## src/rtl/blcr_regs.svh

```systemverilog
`ifndef BLCR_REGS_SVH
`define BLCR_REGS_SVH
// register indices; byte address is the index shifted left by two
`define IDX_L1_ATK_RLS   6'h2a
`define IDX_L1_RATE_ATTN 6'h2b
`define IDX_L1_THRESH    6'h2c
`define IDX_L1_HOLD_DIS  6'h2d
`define IDX_L0_DWELL_ATK 6'h2e
`define IDX_STATUS       6'h3e
`define IDX_CTRL         6'h3f
// reset values
`define RST_L1_ATK_RLS   8'h06
`define RST_L1_RATE_ATTN 8'h38
`define RST_L1_THRESH    8'h40
`define RST_L1_HOLD_DIS  8'h20
`define RST_L0_DWELL_ATK 8'h02
// writable bits; the rest are reserved and read as zero
`define WM_L1_ATK_RLS    8'hfe
`define WM_L1_RATE_ATTN  8'hff
`define WM_L1_THRESH     8'hff
`define WM_L1_HOLD_DIS   8'hf0
`define WM_L0_DWELL_ATK  8'hfe
// field positions
`define F_TOP3           7:5
`define F_STEP           4:1
`define F_ATTN           4:0
`define F_DIS            4
`define F_SRC            0
`define F_HCLR           1
`define S_TH             15:0
`define S_EN             16
`define S_HINF           17
`define S_L0V            18
// timing in ns
`define CLK_NS           32'h0000_0014
`define HALF_US_NS       32'h0000_01f4
`define MS_NS            32'h000f_4240
// attack time in ns, code 7 first
`define ATK_NS_TBL {20'h7_a120, 20'h3_d090, 20'h1_86a0, 20'h0_c350, \
                    20'h0_61a8, 20'h0_2710, 20'h0_1388, 20'h0_09c4}
// step size in units of 0.0001 dB, code 15 first
`define STEP_TBL {16'hea60, 16'hdc86, 16'hcd10, 16'hbd9a, 16'hae24, \
                  16'h9eae, 16'h8f38, 16'h7fc2, 16'h704c, 16'h60d6, \
                  16'h5160, 16'h41ea, 16'h3274, 16'h22fe, 16'h1388, \
                  16'h0271}
// release rate in ms, code 7 first
`define RLS_MS_TBL {16'h03e8, 16'h01f4, 16'h00fa, 16'h0064, \
                    16'h0032, 16'h0019, 16'h000a, 16'h0005}
// hold time in ms, code 7 first; code 7 is indefinite
`define HOLD_MS_TBL {16'hffff, 16'h07d0, 16'h03e8, 16'h01f4, \
                     16'h00fa, 16'h0064, 16'h000a, 16'h0000}
`define HOLD_INF_CODE    3'h7
`define L0_ATK_MIN_CODE  4'h3
`define DWELL0_US        16'h0000
// threshold in mV
`define TH_BAT_BASE_MV   16'h0a8c
`define TH_PWR_BASE_MV   16'h157c
`define TH_STEP_MV       16'h0032
`define TH_BAT_MAX       8'h38
`define TH_PWR_MAX       8'hd2
`endif

```

## src/rtl/blcr_pkg.sv

```systemverilog
package blcr_pkg;
  typedef logic [7:0]  blcr_addr_t;
  typedef logic [31:0] blcr_data_t;
  typedef logic [7:0]  blcr_reg_t;
  typedef logic [15:0] blcr_val16_t;
  typedef logic [5:0]  blcr_db_t;
endpackage

```

## src/rtl/blcr_config_regs.sv

```systemverilog
`timescale 1ns/10ps
`include "blcr_regs.svh"
// What this block does
// - level 1 attack rate 2.5 to 500 us
// - level 1 release step 0.0625 to 6 dB
// - level 1 release rate 5 to 1000 ms
// - level 1 attenuation clamped to programmed maximum
// - battery source threshold 2.7 to 5.5 V
// - power stage threshold 5.5 to 16 V
// - hold time table, code 7 waits for clear
// - disable bit switches level 1 off
// - level 0 dwell time always zero
// - level 0 attack step codes 3 to 15
module blcr_config_regs #(
  parameter int MS_CYCLES = `MS_NS / `CLK_NS
) (
  // clock and reset
  input  wire logic               pclk,
  input  wire logic               presetn,
  // apb slave
  input  wire logic               psel,
  input  wire logic               penable,
  input  wire logic               pwrite,
  input  wire blcr_pkg::blcr_addr_t paddr,
  input  wire blcr_pkg::blcr_data_t pwdata,
  input  wire logic [3:0]         pstrb,
  output blcr_pkg::blcr_data_t    prdata,
  output logic                    pready,
  output logic                    pslverr,
  // limiter request from the gain datapath
  input  wire blcr_pkg::blcr_db_t atten_request,
  // decoded level 1 settings
  output logic [10:0]             lvl1_attack_hus,
  output blcr_pkg::blcr_val16_t   lvl1_release_step_e4db,
  output blcr_pkg::blcr_val16_t   lvl1_release_rate_ms,
  output logic [4:0]              lvl1_max_atten_db,
  output blcr_pkg::blcr_db_t      atten_limited_db,
  output blcr_pkg::blcr_val16_t   lvl1_threshold_mv,
  output blcr_pkg::blcr_val16_t   lvl1_hold_time_ms,
  output logic                    lvl1_hold_infinite,
  output logic                    lvl1_enable,
  // decoded level 0 settings
  output blcr_pkg::blcr_val16_t   lvl0_dwell_time_us,
  output blcr_pkg::blcr_val16_t   lvl0_attack_step_e4db,
  output logic                    lvl0_attack_step_valid,
  // control
  output logic                    monitor_source_select,
  output logic                    hold_clear,
  output logic                    half_us_tick,
  output logic                    ms_tick
);
  import blcr_pkg::*;

  localparam int HALF_US_CYCLES = `HALF_US_NS / `CLK_NS;

  blcr_reg_t level1_attack_release_step;
  blcr_reg_t level1_release_rate_max_atten;
  blcr_reg_t level1_voltage_threshold;
  blcr_reg_t level1_hold_and_disable;
  blcr_reg_t level0_dwell_attack_step;
  logic      ctrl_src;

  logic       setup;
  logic       wr_en;
  logic [5:0] idx;
  logic       aligned;
  logic       hit;
  blcr_data_t next_rdata;
  blcr_data_t status_word;
  logic [15:0] half_cnt;
  logic [15:0] ms_cnt;

  assign setup   = psel && !penable;
  assign pready  = psel && penable;
  // only lane 0 carries the 8-bit registers
  assign wr_en   = psel && penable && pwrite && pstrb[0];
  assign idx     = paddr[7:2];
  assign aligned = (paddr[1:0] == 2'b00);

  assign status_word = {13'h0000, lvl0_attack_step_valid,
                        lvl1_hold_infinite, lvl1_enable,
                        lvl1_threshold_mv};

  always_comb begin
    hit        = aligned;
    next_rdata = 32'h0000_0000;
    if (!aligned) begin
      hit = 1'b0;
    end else if (idx == `IDX_L1_ATK_RLS) begin
      next_rdata = {24'h00_0000, level1_attack_release_step};
    end else if (idx == `IDX_L1_RATE_ATTN) begin
      next_rdata = {24'h00_0000, level1_release_rate_max_atten};
    end else if (idx == `IDX_L1_THRESH) begin
      next_rdata = {24'h00_0000, level1_voltage_threshold};
    end else if (idx == `IDX_L1_HOLD_DIS) begin
      next_rdata = {24'h00_0000, level1_hold_and_disable};
    end else if (idx == `IDX_L0_DWELL_ATK) begin
      next_rdata = {24'h00_0000, level0_dwell_attack_step};
    end else if (idx == `IDX_STATUS) begin
      next_rdata = status_word;
    end else if (idx == `IDX_CTRL) begin
      // hold clear is a strobe, so it always reads back as zero
      next_rdata = {31'h0000_0000, ctrl_src};
    end else begin
      hit = 1'b0;
    end
  end

  // read data and error are captured in setup so they come from flops
  always_ff @(posedge pclk or negedge presetn) begin
    if (!presetn) begin
      prdata  <= 32'h0000_0000;
      pslverr <= 1'b0;
    end else if (setup) begin
      prdata  <= pwrite ? 32'h0000_0000 : next_rdata;
      pslverr <= !hit || (pwrite && idx == `IDX_STATUS);
    end
  end

  // masks keep reserved positions at zero whatever is written
  always_ff @(posedge pclk or negedge presetn) begin
    if (!presetn) begin
      level1_attack_release_step    <= `RST_L1_ATK_RLS;
      level1_release_rate_max_atten <= `RST_L1_RATE_ATTN;
      level1_voltage_threshold      <= `RST_L1_THRESH;
      level1_hold_and_disable       <= `RST_L1_HOLD_DIS;
      level0_dwell_attack_step      <= `RST_L0_DWELL_ATK;
      ctrl_src                      <= 1'b0;
    end else if (wr_en && aligned) begin
      if (idx == `IDX_L1_ATK_RLS) begin
        level1_attack_release_step <= pwdata[7:0] & `WM_L1_ATK_RLS;
      end else if (idx == `IDX_L1_RATE_ATTN) begin
        level1_release_rate_max_atten <= pwdata[7:0] & `WM_L1_RATE_ATTN;
      end else if (idx == `IDX_L1_THRESH) begin
        level1_voltage_threshold <= pwdata[7:0] & `WM_L1_THRESH;
      end else if (idx == `IDX_L1_HOLD_DIS) begin
        level1_hold_and_disable <= pwdata[7:0] & `WM_L1_HOLD_DIS;
      end else if (idx == `IDX_L0_DWELL_ATK) begin
        level0_dwell_attack_step <= pwdata[7:0] & `WM_L0_DWELL_ATK;
      end else if (idx == `IDX_CTRL) begin
        ctrl_src <= pwdata[`F_SRC];
      end
    end
  end

  // one-cycle strobe that releases an indefinite hold
  always_ff @(posedge pclk or negedge presetn) begin
    if (!presetn) begin
      hold_clear <= 1'b0;
    end else begin
      hold_clear <= wr_en && aligned && idx == `IDX_CTRL
                    && pwdata[`F_HCLR];
    end
  end

  // time bases for the limiter; ms divider is long, so it is a parameter
  always_ff @(posedge pclk or negedge presetn) begin
    if (!presetn) begin
      half_cnt     <= 16'h0000;
      half_us_tick <= 1'b0;
    end else if (half_cnt == 16'(HALF_US_CYCLES - 1)) begin
      half_cnt     <= 16'h0000;
      half_us_tick <= 1'b1;
    end else begin
      half_cnt     <= half_cnt + 16'h0001;
      half_us_tick <= 1'b0;
    end
  end

  always_ff @(posedge pclk or negedge presetn) begin
    if (!presetn) begin
      ms_cnt  <= 16'h0000;
      ms_tick <= 1'b0;
    end else if (ms_cnt == 16'(MS_CYCLES - 1)) begin
      ms_cnt  <= 16'h0000;
      ms_tick <= 1'b1;
    end else begin
      ms_cnt  <= ms_cnt + 16'h0001;
      ms_tick <= 1'b0;
    end
  end

  // decode of the stored codes
  logic [2:0]  atk_code;
  logic [3:0]  rls_code;
  logic [2:0]  rate_code;
  logic [4:0]  attn_code;
  logic [7:0]  th_code;
  logic [2:0]  hold_code;
  logic [3:0]  l0_code;
  logic [19:0] atk_ns;
  blcr_val16_t th_mv;
  logic [159:0] atk_tbl;
  logic [255:0] step_tbl;
  logic [127:0] rls_tbl;
  logic [127:0] hold_tbl;

  assign atk_tbl   = `ATK_NS_TBL;
  assign step_tbl  = `STEP_TBL;
  assign rls_tbl   = `RLS_MS_TBL;
  assign hold_tbl  = `HOLD_MS_TBL;
  assign atk_code  = level1_attack_release_step[`F_TOP3];
  assign rls_code  = level1_attack_release_step[`F_STEP];
  assign rate_code = level1_release_rate_max_atten[`F_TOP3];
  assign attn_code = level1_release_rate_max_atten[`F_ATTN];
  assign th_code   = level1_voltage_threshold;
  assign hold_code = level1_hold_and_disable[`F_TOP3];
  assign l0_code   = level0_dwell_attack_step[`F_STEP];
  assign atk_ns    = atk_tbl[atk_code * 20 +: 20];

  // out-of-range threshold codes read as 0 V
  always_comb begin
    th_mv = 16'h0000;
    if (!ctrl_src) begin
      if (th_code <= `TH_BAT_MAX) begin
        th_mv = `TH_BAT_BASE_MV + 16'(th_code) * `TH_STEP_MV;
      end
    end else if (th_code <= `TH_PWR_MAX) begin
      th_mv = `TH_PWR_BASE_MV + 16'(th_code) * `TH_STEP_MV;
    end
  end

  always_ff @(posedge pclk or negedge presetn) begin
    if (!presetn) begin
      lvl1_attack_hus        <= 11'h000;
      lvl1_release_step_e4db <= 16'h0000;
      lvl1_release_rate_ms   <= 16'h0000;
      lvl1_max_atten_db      <= 5'h00;
      lvl1_threshold_mv      <= 16'h0000;
      lvl1_hold_time_ms      <= 16'h0000;
      lvl1_hold_infinite     <= 1'b0;
      lvl1_enable            <= 1'b0;
      lvl0_dwell_time_us     <= 16'h0000;
      lvl0_attack_step_e4db  <= 16'h0000;
      lvl0_attack_step_valid <= 1'b0;
      monitor_source_select  <= 1'b0;
    end else begin
      lvl1_attack_hus <= 11'(atk_ns / 20'(`HALF_US_NS));
      lvl1_release_step_e4db <= step_tbl[rls_code * 16 +: 16];
      lvl1_release_rate_ms <= rls_tbl[rate_code * 16 +: 16];
      lvl1_max_atten_db <= attn_code;
      lvl1_threshold_mv <= th_mv;
      lvl1_hold_time_ms <= hold_tbl[hold_code * 16 +: 16];
      lvl1_hold_infinite <= (hold_code == `HOLD_INF_CODE);
      lvl1_enable <= !level1_hold_and_disable[`F_DIS];
      // the dwell field is stored for readback only
      lvl0_dwell_time_us <= `DWELL0_US;
      lvl0_attack_step_valid <= (l0_code >= `L0_ATK_MIN_CODE);
      lvl0_attack_step_e4db <= (l0_code >= `L0_ATK_MIN_CODE) ?
                               step_tbl[l0_code * 16 +: 16] :
                               16'h0000;
      monitor_source_select <= ctrl_src;
    end
  end

  // combinational clamp so the limiter sees no added latency
  always_comb begin
    if (!lvl1_enable) begin
      atten_limited_db = 6'h00;
    end else if (atten_request > {1'b0, lvl1_max_atten_db}) begin
      atten_limited_db = {1'b0, lvl1_max_atten_db};
    end else begin
      atten_limited_db = atten_request;
    end
  end

  // checks; decoded outputs lag their codes by one edge, and the first
  // edge after reset still shows reset values, hence the past reset term
  a_attack_decode: assert property (
    @(posedge pclk) disable iff (!presetn)
    $past(presetn) && $past(atk_code) == 3'h0
    |-> lvl1_attack_hus == 11'h005)
    else $error("attack code 0 not decoded to 2.5 us");
  a_attack_max: assert property (
    @(posedge pclk) disable iff (!presetn)
    $past(presetn) && $past(atk_code) == 3'h7
    |-> lvl1_attack_hus == 11'h3e8)
    else $error("attack code 7 not decoded to 500 us");
  a_release_step: assert property (
    @(posedge pclk) disable iff (!presetn)
    $past(presetn) && $past(rls_code) == 4'hf
    |-> lvl1_release_step_e4db == 16'hea60)
    else $error("release step code 15 not 6 dB");
  a_step_min: assert property (
    @(posedge pclk) disable iff (!presetn)
    $past(presetn) && $past(rls_code) == 4'h0
    |-> lvl1_release_step_e4db == 16'h0271)
    else $error("release step code 0 not 0.0625 dB");
  a_release_rate: assert property (
    @(posedge pclk) disable iff (!presetn)
    $past(presetn) && $past(rate_code) == 3'h7
    |-> lvl1_release_rate_ms == 16'h03e8)
    else $error("release rate code 7 not 1000 ms");
  a_atten_clamp: assert property (
    @(posedge pclk) disable iff (!presetn)
    atten_limited_db <= {1'b0, lvl1_max_atten_db})
    else $error("attenuation exceeds programmed maximum");
  a_bat_thresh: assert property (
    @(posedge pclk) disable iff (!presetn)
    $past(presetn) && !$past(ctrl_src) && $past(th_code) > `TH_BAT_MAX
    |-> lvl1_threshold_mv == 16'h0000)
    else $error("battery threshold above 5.5 V not zero");
  a_pwr_thresh: assert property (
    @(posedge pclk) disable iff (!presetn)
    $past(presetn) && $past(ctrl_src) && $past(th_code) == `TH_PWR_MAX
    |-> lvl1_threshold_mv == 16'h3e80)
    else $error("supply threshold code D2h not 16 V");
  a_hold_clear: assert property (
    @(posedge pclk) disable iff (!presetn)
    hold_clear |=> !hold_clear || $past(wr_en))
    else $error("hold clear longer than one cycle");
  a_hold_cause: assert property (
    @(posedge pclk) disable iff (!presetn)
    hold_clear |-> $past(wr_en) && $past(idx) == `IDX_CTRL)
    else $error("hold clear without a control write");
  a_hold_infinite: assert property (
    @(posedge pclk) disable iff (!presetn)
    $past(presetn) && $past(hold_code) == `HOLD_INF_CODE
    |-> lvl1_hold_infinite && lvl1_hold_time_ms == 16'hffff)
    else $error("hold code 7 not marked indefinite");
  a_disable_off: assert property (
    @(posedge pclk) disable iff (!presetn)
    $past(level1_hold_and_disable[`F_DIS]) |-> !lvl1_enable
    ##0 atten_limited_db == 6'h00)
    else $error("level 1 still active while disabled");
  a_dwell_zero: assert property (
    @(posedge pclk) disable iff (!presetn)
    lvl0_dwell_time_us == 16'h0000)
    else $error("level 0 dwell time not zero");
  a_l0_step: assert property (
    @(posedge pclk) disable iff (!presetn)
    $past(l0_code) < `L0_ATK_MIN_CODE |-> !lvl0_attack_step_valid
    && lvl0_attack_step_e4db == 16'h0000)
    else $error("undefined level 0 step marked valid");
  a_reserved_zero: assert property (
    @(posedge pclk) disable iff (!presetn)
    setup && !pwrite && paddr == 8'hb4 |=> prdata[3:0] == 4'h0)
    else $error("reserved bits read non-zero");
  a_read_upper: assert property (
    @(posedge pclk) disable iff (!presetn)
    setup && !pwrite && idx != `IDX_STATUS |=> prdata[31:8] == 24'h00_0000)
    else $error("upper read bits of a register not zero");
  a_reserved_bits: assert property (
    @(posedge pclk) disable iff (!presetn)
    level1_hold_and_disable[3:0] == 4'h0 && !level1_attack_release_step[0]
    && !level0_dwell_attack_step[0])
    else $error("reserved register bit holds a one");

  c_write_then_read: cover property (@(posedge pclk) disable iff (!presetn)
    wr_en ##2 setup && !pwrite);
  c_hold_clear: cover property (@(posedge pclk) disable iff (!presetn)
    lvl1_hold_infinite && hold_clear);
  c_pwr_source: cover property (@(posedge pclk) disable iff (!presetn)
    monitor_source_select && lvl1_threshold_mv != 16'h0000);
  c_clamp_active: cover property (@(posedge pclk) disable iff (!presetn)
    lvl1_enable && atten_request > {1'b0, lvl1_max_atten_db});
  c_status_read: cover property (@(posedge pclk) disable iff (!presetn)
    setup && !pwrite && idx == `IDX_STATUS);
endmodule

```

## config.mk

```make
export PLATFORM = sky130hd
export DESIGN_NAME = blcr_config_regs
export DESIGN_NICKNAME = d
export VERILOG_FILES = /design/src/rtl/blcr_pkg.sv /design/src/rtl/blcr_config_regs.sv
export VERILOG_INCLUDE_DIRS = /design/src /design/src/rtl
export SDC_FILE = /design/constraint.sdc
export NUM_CORES = 1
export LEC_CHECK = 0
export ABC_CLOCK_PERIOD_IN_PS = 6300
export CORE_UTILIZATION = 51
export DETAILED_ROUTE_END_ITERATION = 10
export DONT_BUFFER_PORTS = 1
export PLACE_DENSITY = 0.72
export SETUP_SLACK_MARGIN = 0.5
export SYNTH_ARGS = -nofsm -noshare
export SYNTH_HDL_FRONTEND = slang
export SYNTH_SLANG_ARGS = --single-unit
```

## constraint.sdc

```tcl
create_clock -name pclk -period 6.3 [get_ports pclk]
set_input_delay 0 -clock pclk [delete_from_list [all_inputs] [get_ports pclk]]
set_output_delay 0 -clock pclk [all_outputs]
set_load 0.01 [all_outputs]
```

==> results summary <==
The flow ran to the end, and the final reports show no timing, DRC or antenna violations. The worst hold path stage count is 4. The horizontal extent of the die came out at 149 µm. The count of clock tree sinks came out at 175. The die covers 22300 µm². Leaving out fill and tap cells, the most frequent cells in the layout are dfrtp_1 (165), nand2_1 (90), nor2_1 (83). Measured in cells, the most critical reg-to-reg path has a length of 28. The number of global-route vias before repair came out at between 8000 and 9000. The number of setup violations in the final report came out at 0. The library cell appearing most often on the critical path is buf_4.

The deepest clock path buffer count came out at 2. The slowest stage of the critical path belongs to the cell or4_1. The number of top-level design ports is 214. The count of warnings emitted by yosys came out at 0. The pin count of the biggest net entering global routing is 176. After detailed routing, the average wire length per cell comes to 18.9 µm.

The largest driver fanout on the critical path is 7. The fraction of registers with async set or reset after synthesis is 100%. In the synthesized netlist, the number of instances is roughly 1100.

Detailed routing inserted a total of slightly below 9000 vias. The path type of the worst min-delay path is primary input to register. The clock-pin slew on the worst setup and hold paths came out at 0.07 ns. The post-layout minimum cycle time is a little over 6 ns.

For this run, design rule violations remaining after detail routing come to 0. The required time of the worst setup path came out at about 6.6 ns. The launch point of the critical path is level1_attack_release_step[6]$_DFFE_PN0P_. The count of endpoints failing hold in the final timing report came out at 0. The topmost layer with routed signal wires is met5. The number of cell rows came out at 53.

The average instance area after synthesis came out at 9.84 µm². The area of the mapped netlist came out at 11100 µm². The upper clock frequency limit is 166 MHz. The met2 layer wire length in the routed design came out at ~14 mm. For this run, the slowest stage of the critical path takes 0.50 ns. The placeable core area came out at about 21000 µm². The clock arrives with between 0.007 and 0.008 ns of skew. The top flip-flop cell by instance count after synthesis is dfrtp_1.

STA classifies the critical path endpoint as a register. The number of placed instances, taps included came out at 1385. The count of port buffers added during placement came out at 0.

The CTS buffer count is 17. The number of nets at the end of the flow is between 1000 and 1500. Final hold analysis gives a worst-case slack of between 0.02 and 0.03 ns. The final critical-path share of the clock period came out at 95.8%.

The tree is rooted in a clkbuf_16. The final max-slew violation count was 0. The first-pass GRT wire length is 43.9 mm. The placed wire-length estimate after detailed placement came out at 19.0 mm. The last element of the critical path is lvl1_attack_hus[0]$_DFF_PN0_. The power density of the placed cells came out at 192 nW/µm². The post-layout instance count excluding filler cells is 1463. The reported max-cap violation count is 0.

The number of iterations in the first detailed-routing pass came out at 6. The final total power is approximately 0.0024 W. The proportion of synthesized chip area in sequential cells came out at 39.6%.

The worst setup path is launched from a register. The clock latency reported for the late side of the worst-skew pair came out at 0.44 ns. The library cell used most frequently in the layout, excluding fill and tap cells, is dfrtp_1. The number of antenna violations at the first check in global routing is 2. Wires add up to 27.6 mm. The signal arrival time at the worst endpoint came out at approximately 6.4 ns. In this run the tightest slew margin relative to its limit is between 30% and 40%. Counting flops with a built-in enable in the synthesized netlist gives 0. The remaining global-route overflow came out at 0. The height of the die came out at around 150 µm. The type of the setup path with the least slack is register to register. The overall routing resource usage came out at 25.1%. The total leakage power came out at 5.86 nW.

The number of antenna-violating nets in the routed design is 0. The area added between synthesis and finish came out at 13.8%. The H-tree depth reported by CTS is 4. The TritonCTS clock tree is yes. The endpoint of the worst-slack reg-to-reg timing path is lvl1_attack_hus[0]$_DFF_PN0_. The met1 wire length came out at 11.2 mm.

The worst ir drop on vdd came out at 0.000202 V. The synthesized design contains 175 register bits. The mean number of vias per cell is roughly 6. The ratio of cells with drive above 1 in the final layout came out at around 18%.

The worst-case register-to-register setup slack came out at 0.26 ns. For this block, the initial DRC count from the detailed router was 711. Counting distinct cell types in the post-synthesis netlist gives 105.

The startpoint identified for the worst register-to-register timing path is level1_attack_release_step[6]$_DFFE_PN0P_. The effective utilization at floorplan is between 50% and 60%. The global placement routability congestion came out at 0.894. Setup repair after global routing could not meet its margin everywhere. The routed design uses approximately 1.8 mm of met3 wire.

The slew at the pin closest to its max-slew limit is 1.04 ns.
==> critical path, delay by kind of cell (launching register included) <==
kind	cells	cell delay, ns
flip-flops	1	0.46
AND/OR/NAND/NOR	7	1.40
AO/OA/AOI/OAI	10	1.91
XOR/XNOR	3	0.79
adder cells (fa/ha/maj)	2	0.40
buffers and inverters	6	0.93
==> where the power goes <==
| part | switching (W) | internal, W | total, W | leakage (nW) |
|---|---|---|---|---|
| combinational | 0.0000857 | 0.0000408 | 0.000127 | 3.24 |
| sequential | 0.0000162 | 0.00114 | 0.00115 | 2.30 |
| clock | 0.000460 | 0.000683 | 0.00114 | 0.315 |
| total | 0.000562 | 0.00186 | 0.00242 | 5.86 |
==> metal layers <==
layer  global-route usage [%]  up-vias
li1                         -     4007
met1                     31.7     4257
met5                        0        -
met4                     9.29        2
met2                     42.4      348
met3                     5.09       58
==> repair_timing <==
item                                   in CTS  in global routing
setup buffers                              21                  4
pin swaps                                  16                  8
endpoints found under the hold margin     221                  0
resized for setup                          27                 20
setup endpoints to repair                   1                  1
hold buffers                               20                  0
==> area by class of cell <==
class / count / area [µm²]
Inverter: 70 / 277
Antenna cell: 1 / 2.50
Multi-Input combinational cell: 836 / 6330
Fill cell: 1664 / 8530
Sequential cell: 175 / 4390
Clock inverter: 14 / 204
Tap cell: 275 / 344
Timing Repair Buffer: 74 / 638
Clock buffer: 18 / 439
==> cells by family after synthesis <==
| family | share of synthesized area [%] |
|---|---|
| multiplexers | 5.59 |
| AO/OA/AOI/OAI | 16.7 |
| AND/OR/NAND/NOR | 16.3 |
| other | 0.0338 |
| flip-flops | 39.6 |
| XOR/XNOR | 4.79 |
| buffers and inverters | 7.22 |
| adder cells (fa/ha/maj) | 9.79 |
==> registers in the layout, indices dropped and copies added, names as in the netlist, 5 cells and up <==
name / cells
prdata: 18
half_cnt: 16
lvl0_attack_step_e4db: 16
lvl1_release_step_e4db: 16
ms_cnt: 16
lvl1_threshold_mv: 14
lvl1_attack_hus: 11
lvl1_hold_time_ms: 11
lvl1_release_rate_ms: 10
level1_release_rate_max_atten: 8
level1_voltage_threshold: 8
level0_dwell_attack_step: 7
level1_attack_release_step: 7
lvl1_max_atten_db: 5
==> per-stage QoR <==
step | area (µm²) | setup TNS [ns] | setup slack [ns] | utilization, %
2_1_floorplan | 11300 | 0 | 0.363 | -
3_3_place_gp | 11300 | 0 | 0.310 | 53.5
3_5_place_dp | 11300 | 0 | 0.212 | 53.5
4_1_cts | 12500 | 0 | 0.419 | 59.0
5_1_grt | 12600 | -0.00725 | -0.00725 | 59.7
6_report | 12600 | 0 | 0.264 | 59.7
==> worst min path at each step <==
stage,start,endpoint,slack (ns)
global placement,presetn,lvl0_attack_step_e4db[15]$_DFF_PN0_,-0.29
detailed placement,presetn,lvl0_attack_step_e4db[9]$_DFF_PN0_,-0.29
floorplan,presetn,ctrl_src$_DFFE_PN0P_,-0.30
global route,paddr[2],level1_attack_release_step[1]$_DFFE_PN1P_,0.03
finish,paddr[6],prdata[4]$_DFFE_PN0P_,0.03
CTS,paddr[2],level1_attack_release_step[1]$_DFFE_PN1P_,0.003
==> cells in the mapped netlist (4+ instances only) <==
cell type | n | area [µm²]
dfrtp_1 | 167 | 4180
nand2_1 | 91 | 342
nor2_1 | 85 | 319
ha_1 | 82 | 1030
inv_1 | 65 | 244
o21ai_0 | 55 | 275
buf_4 | 46 | 345
a21oi_1 | 45 | 225
mux2_2 | 35 | 394
nand3_1 | 35 | 175
xnor2_1 | 33 | 289
clkbuf_1 | 26 | 97.6
xor2_1 | 25 | 219
nor3_1 | 24 | 120
nor2b_1 | 17 | 106
o211ai_1 | 16 | 120
a22o_1 | 15 | 131
nand2b_1 | 15 | 93.8
nand4_1 | 14 | 87.6
a211oi_1 | 13 | 97.6
and3_1 | 13 | 81.3
mux2i_1 | 13 | 130
a31oi_1 | 10 | 62.6
and2_1 | 9 | 56.3
a21boi_0 | 8 | 60.1
dfstp_2 | 8 | 210
a21o_1 | 7 | 52.6
o21bai_1 | 7 | 52.6
a222oi_1 | 6 | 60.1
a32o_1 | 6 | 60.1
or2_2 | 6 | 37.5
a211o_1 | 5 | 43.8
a221oi_1 | 5 | 43.8
o22ai_1 | 5 | 31.3
buf_2 | 4 | 20.0
buf_6 | 4 | 45.0
inv_2 | 4 | 15.0
nor4_1 | 4 | 25.0
Power figures use the tool's default switching activity.
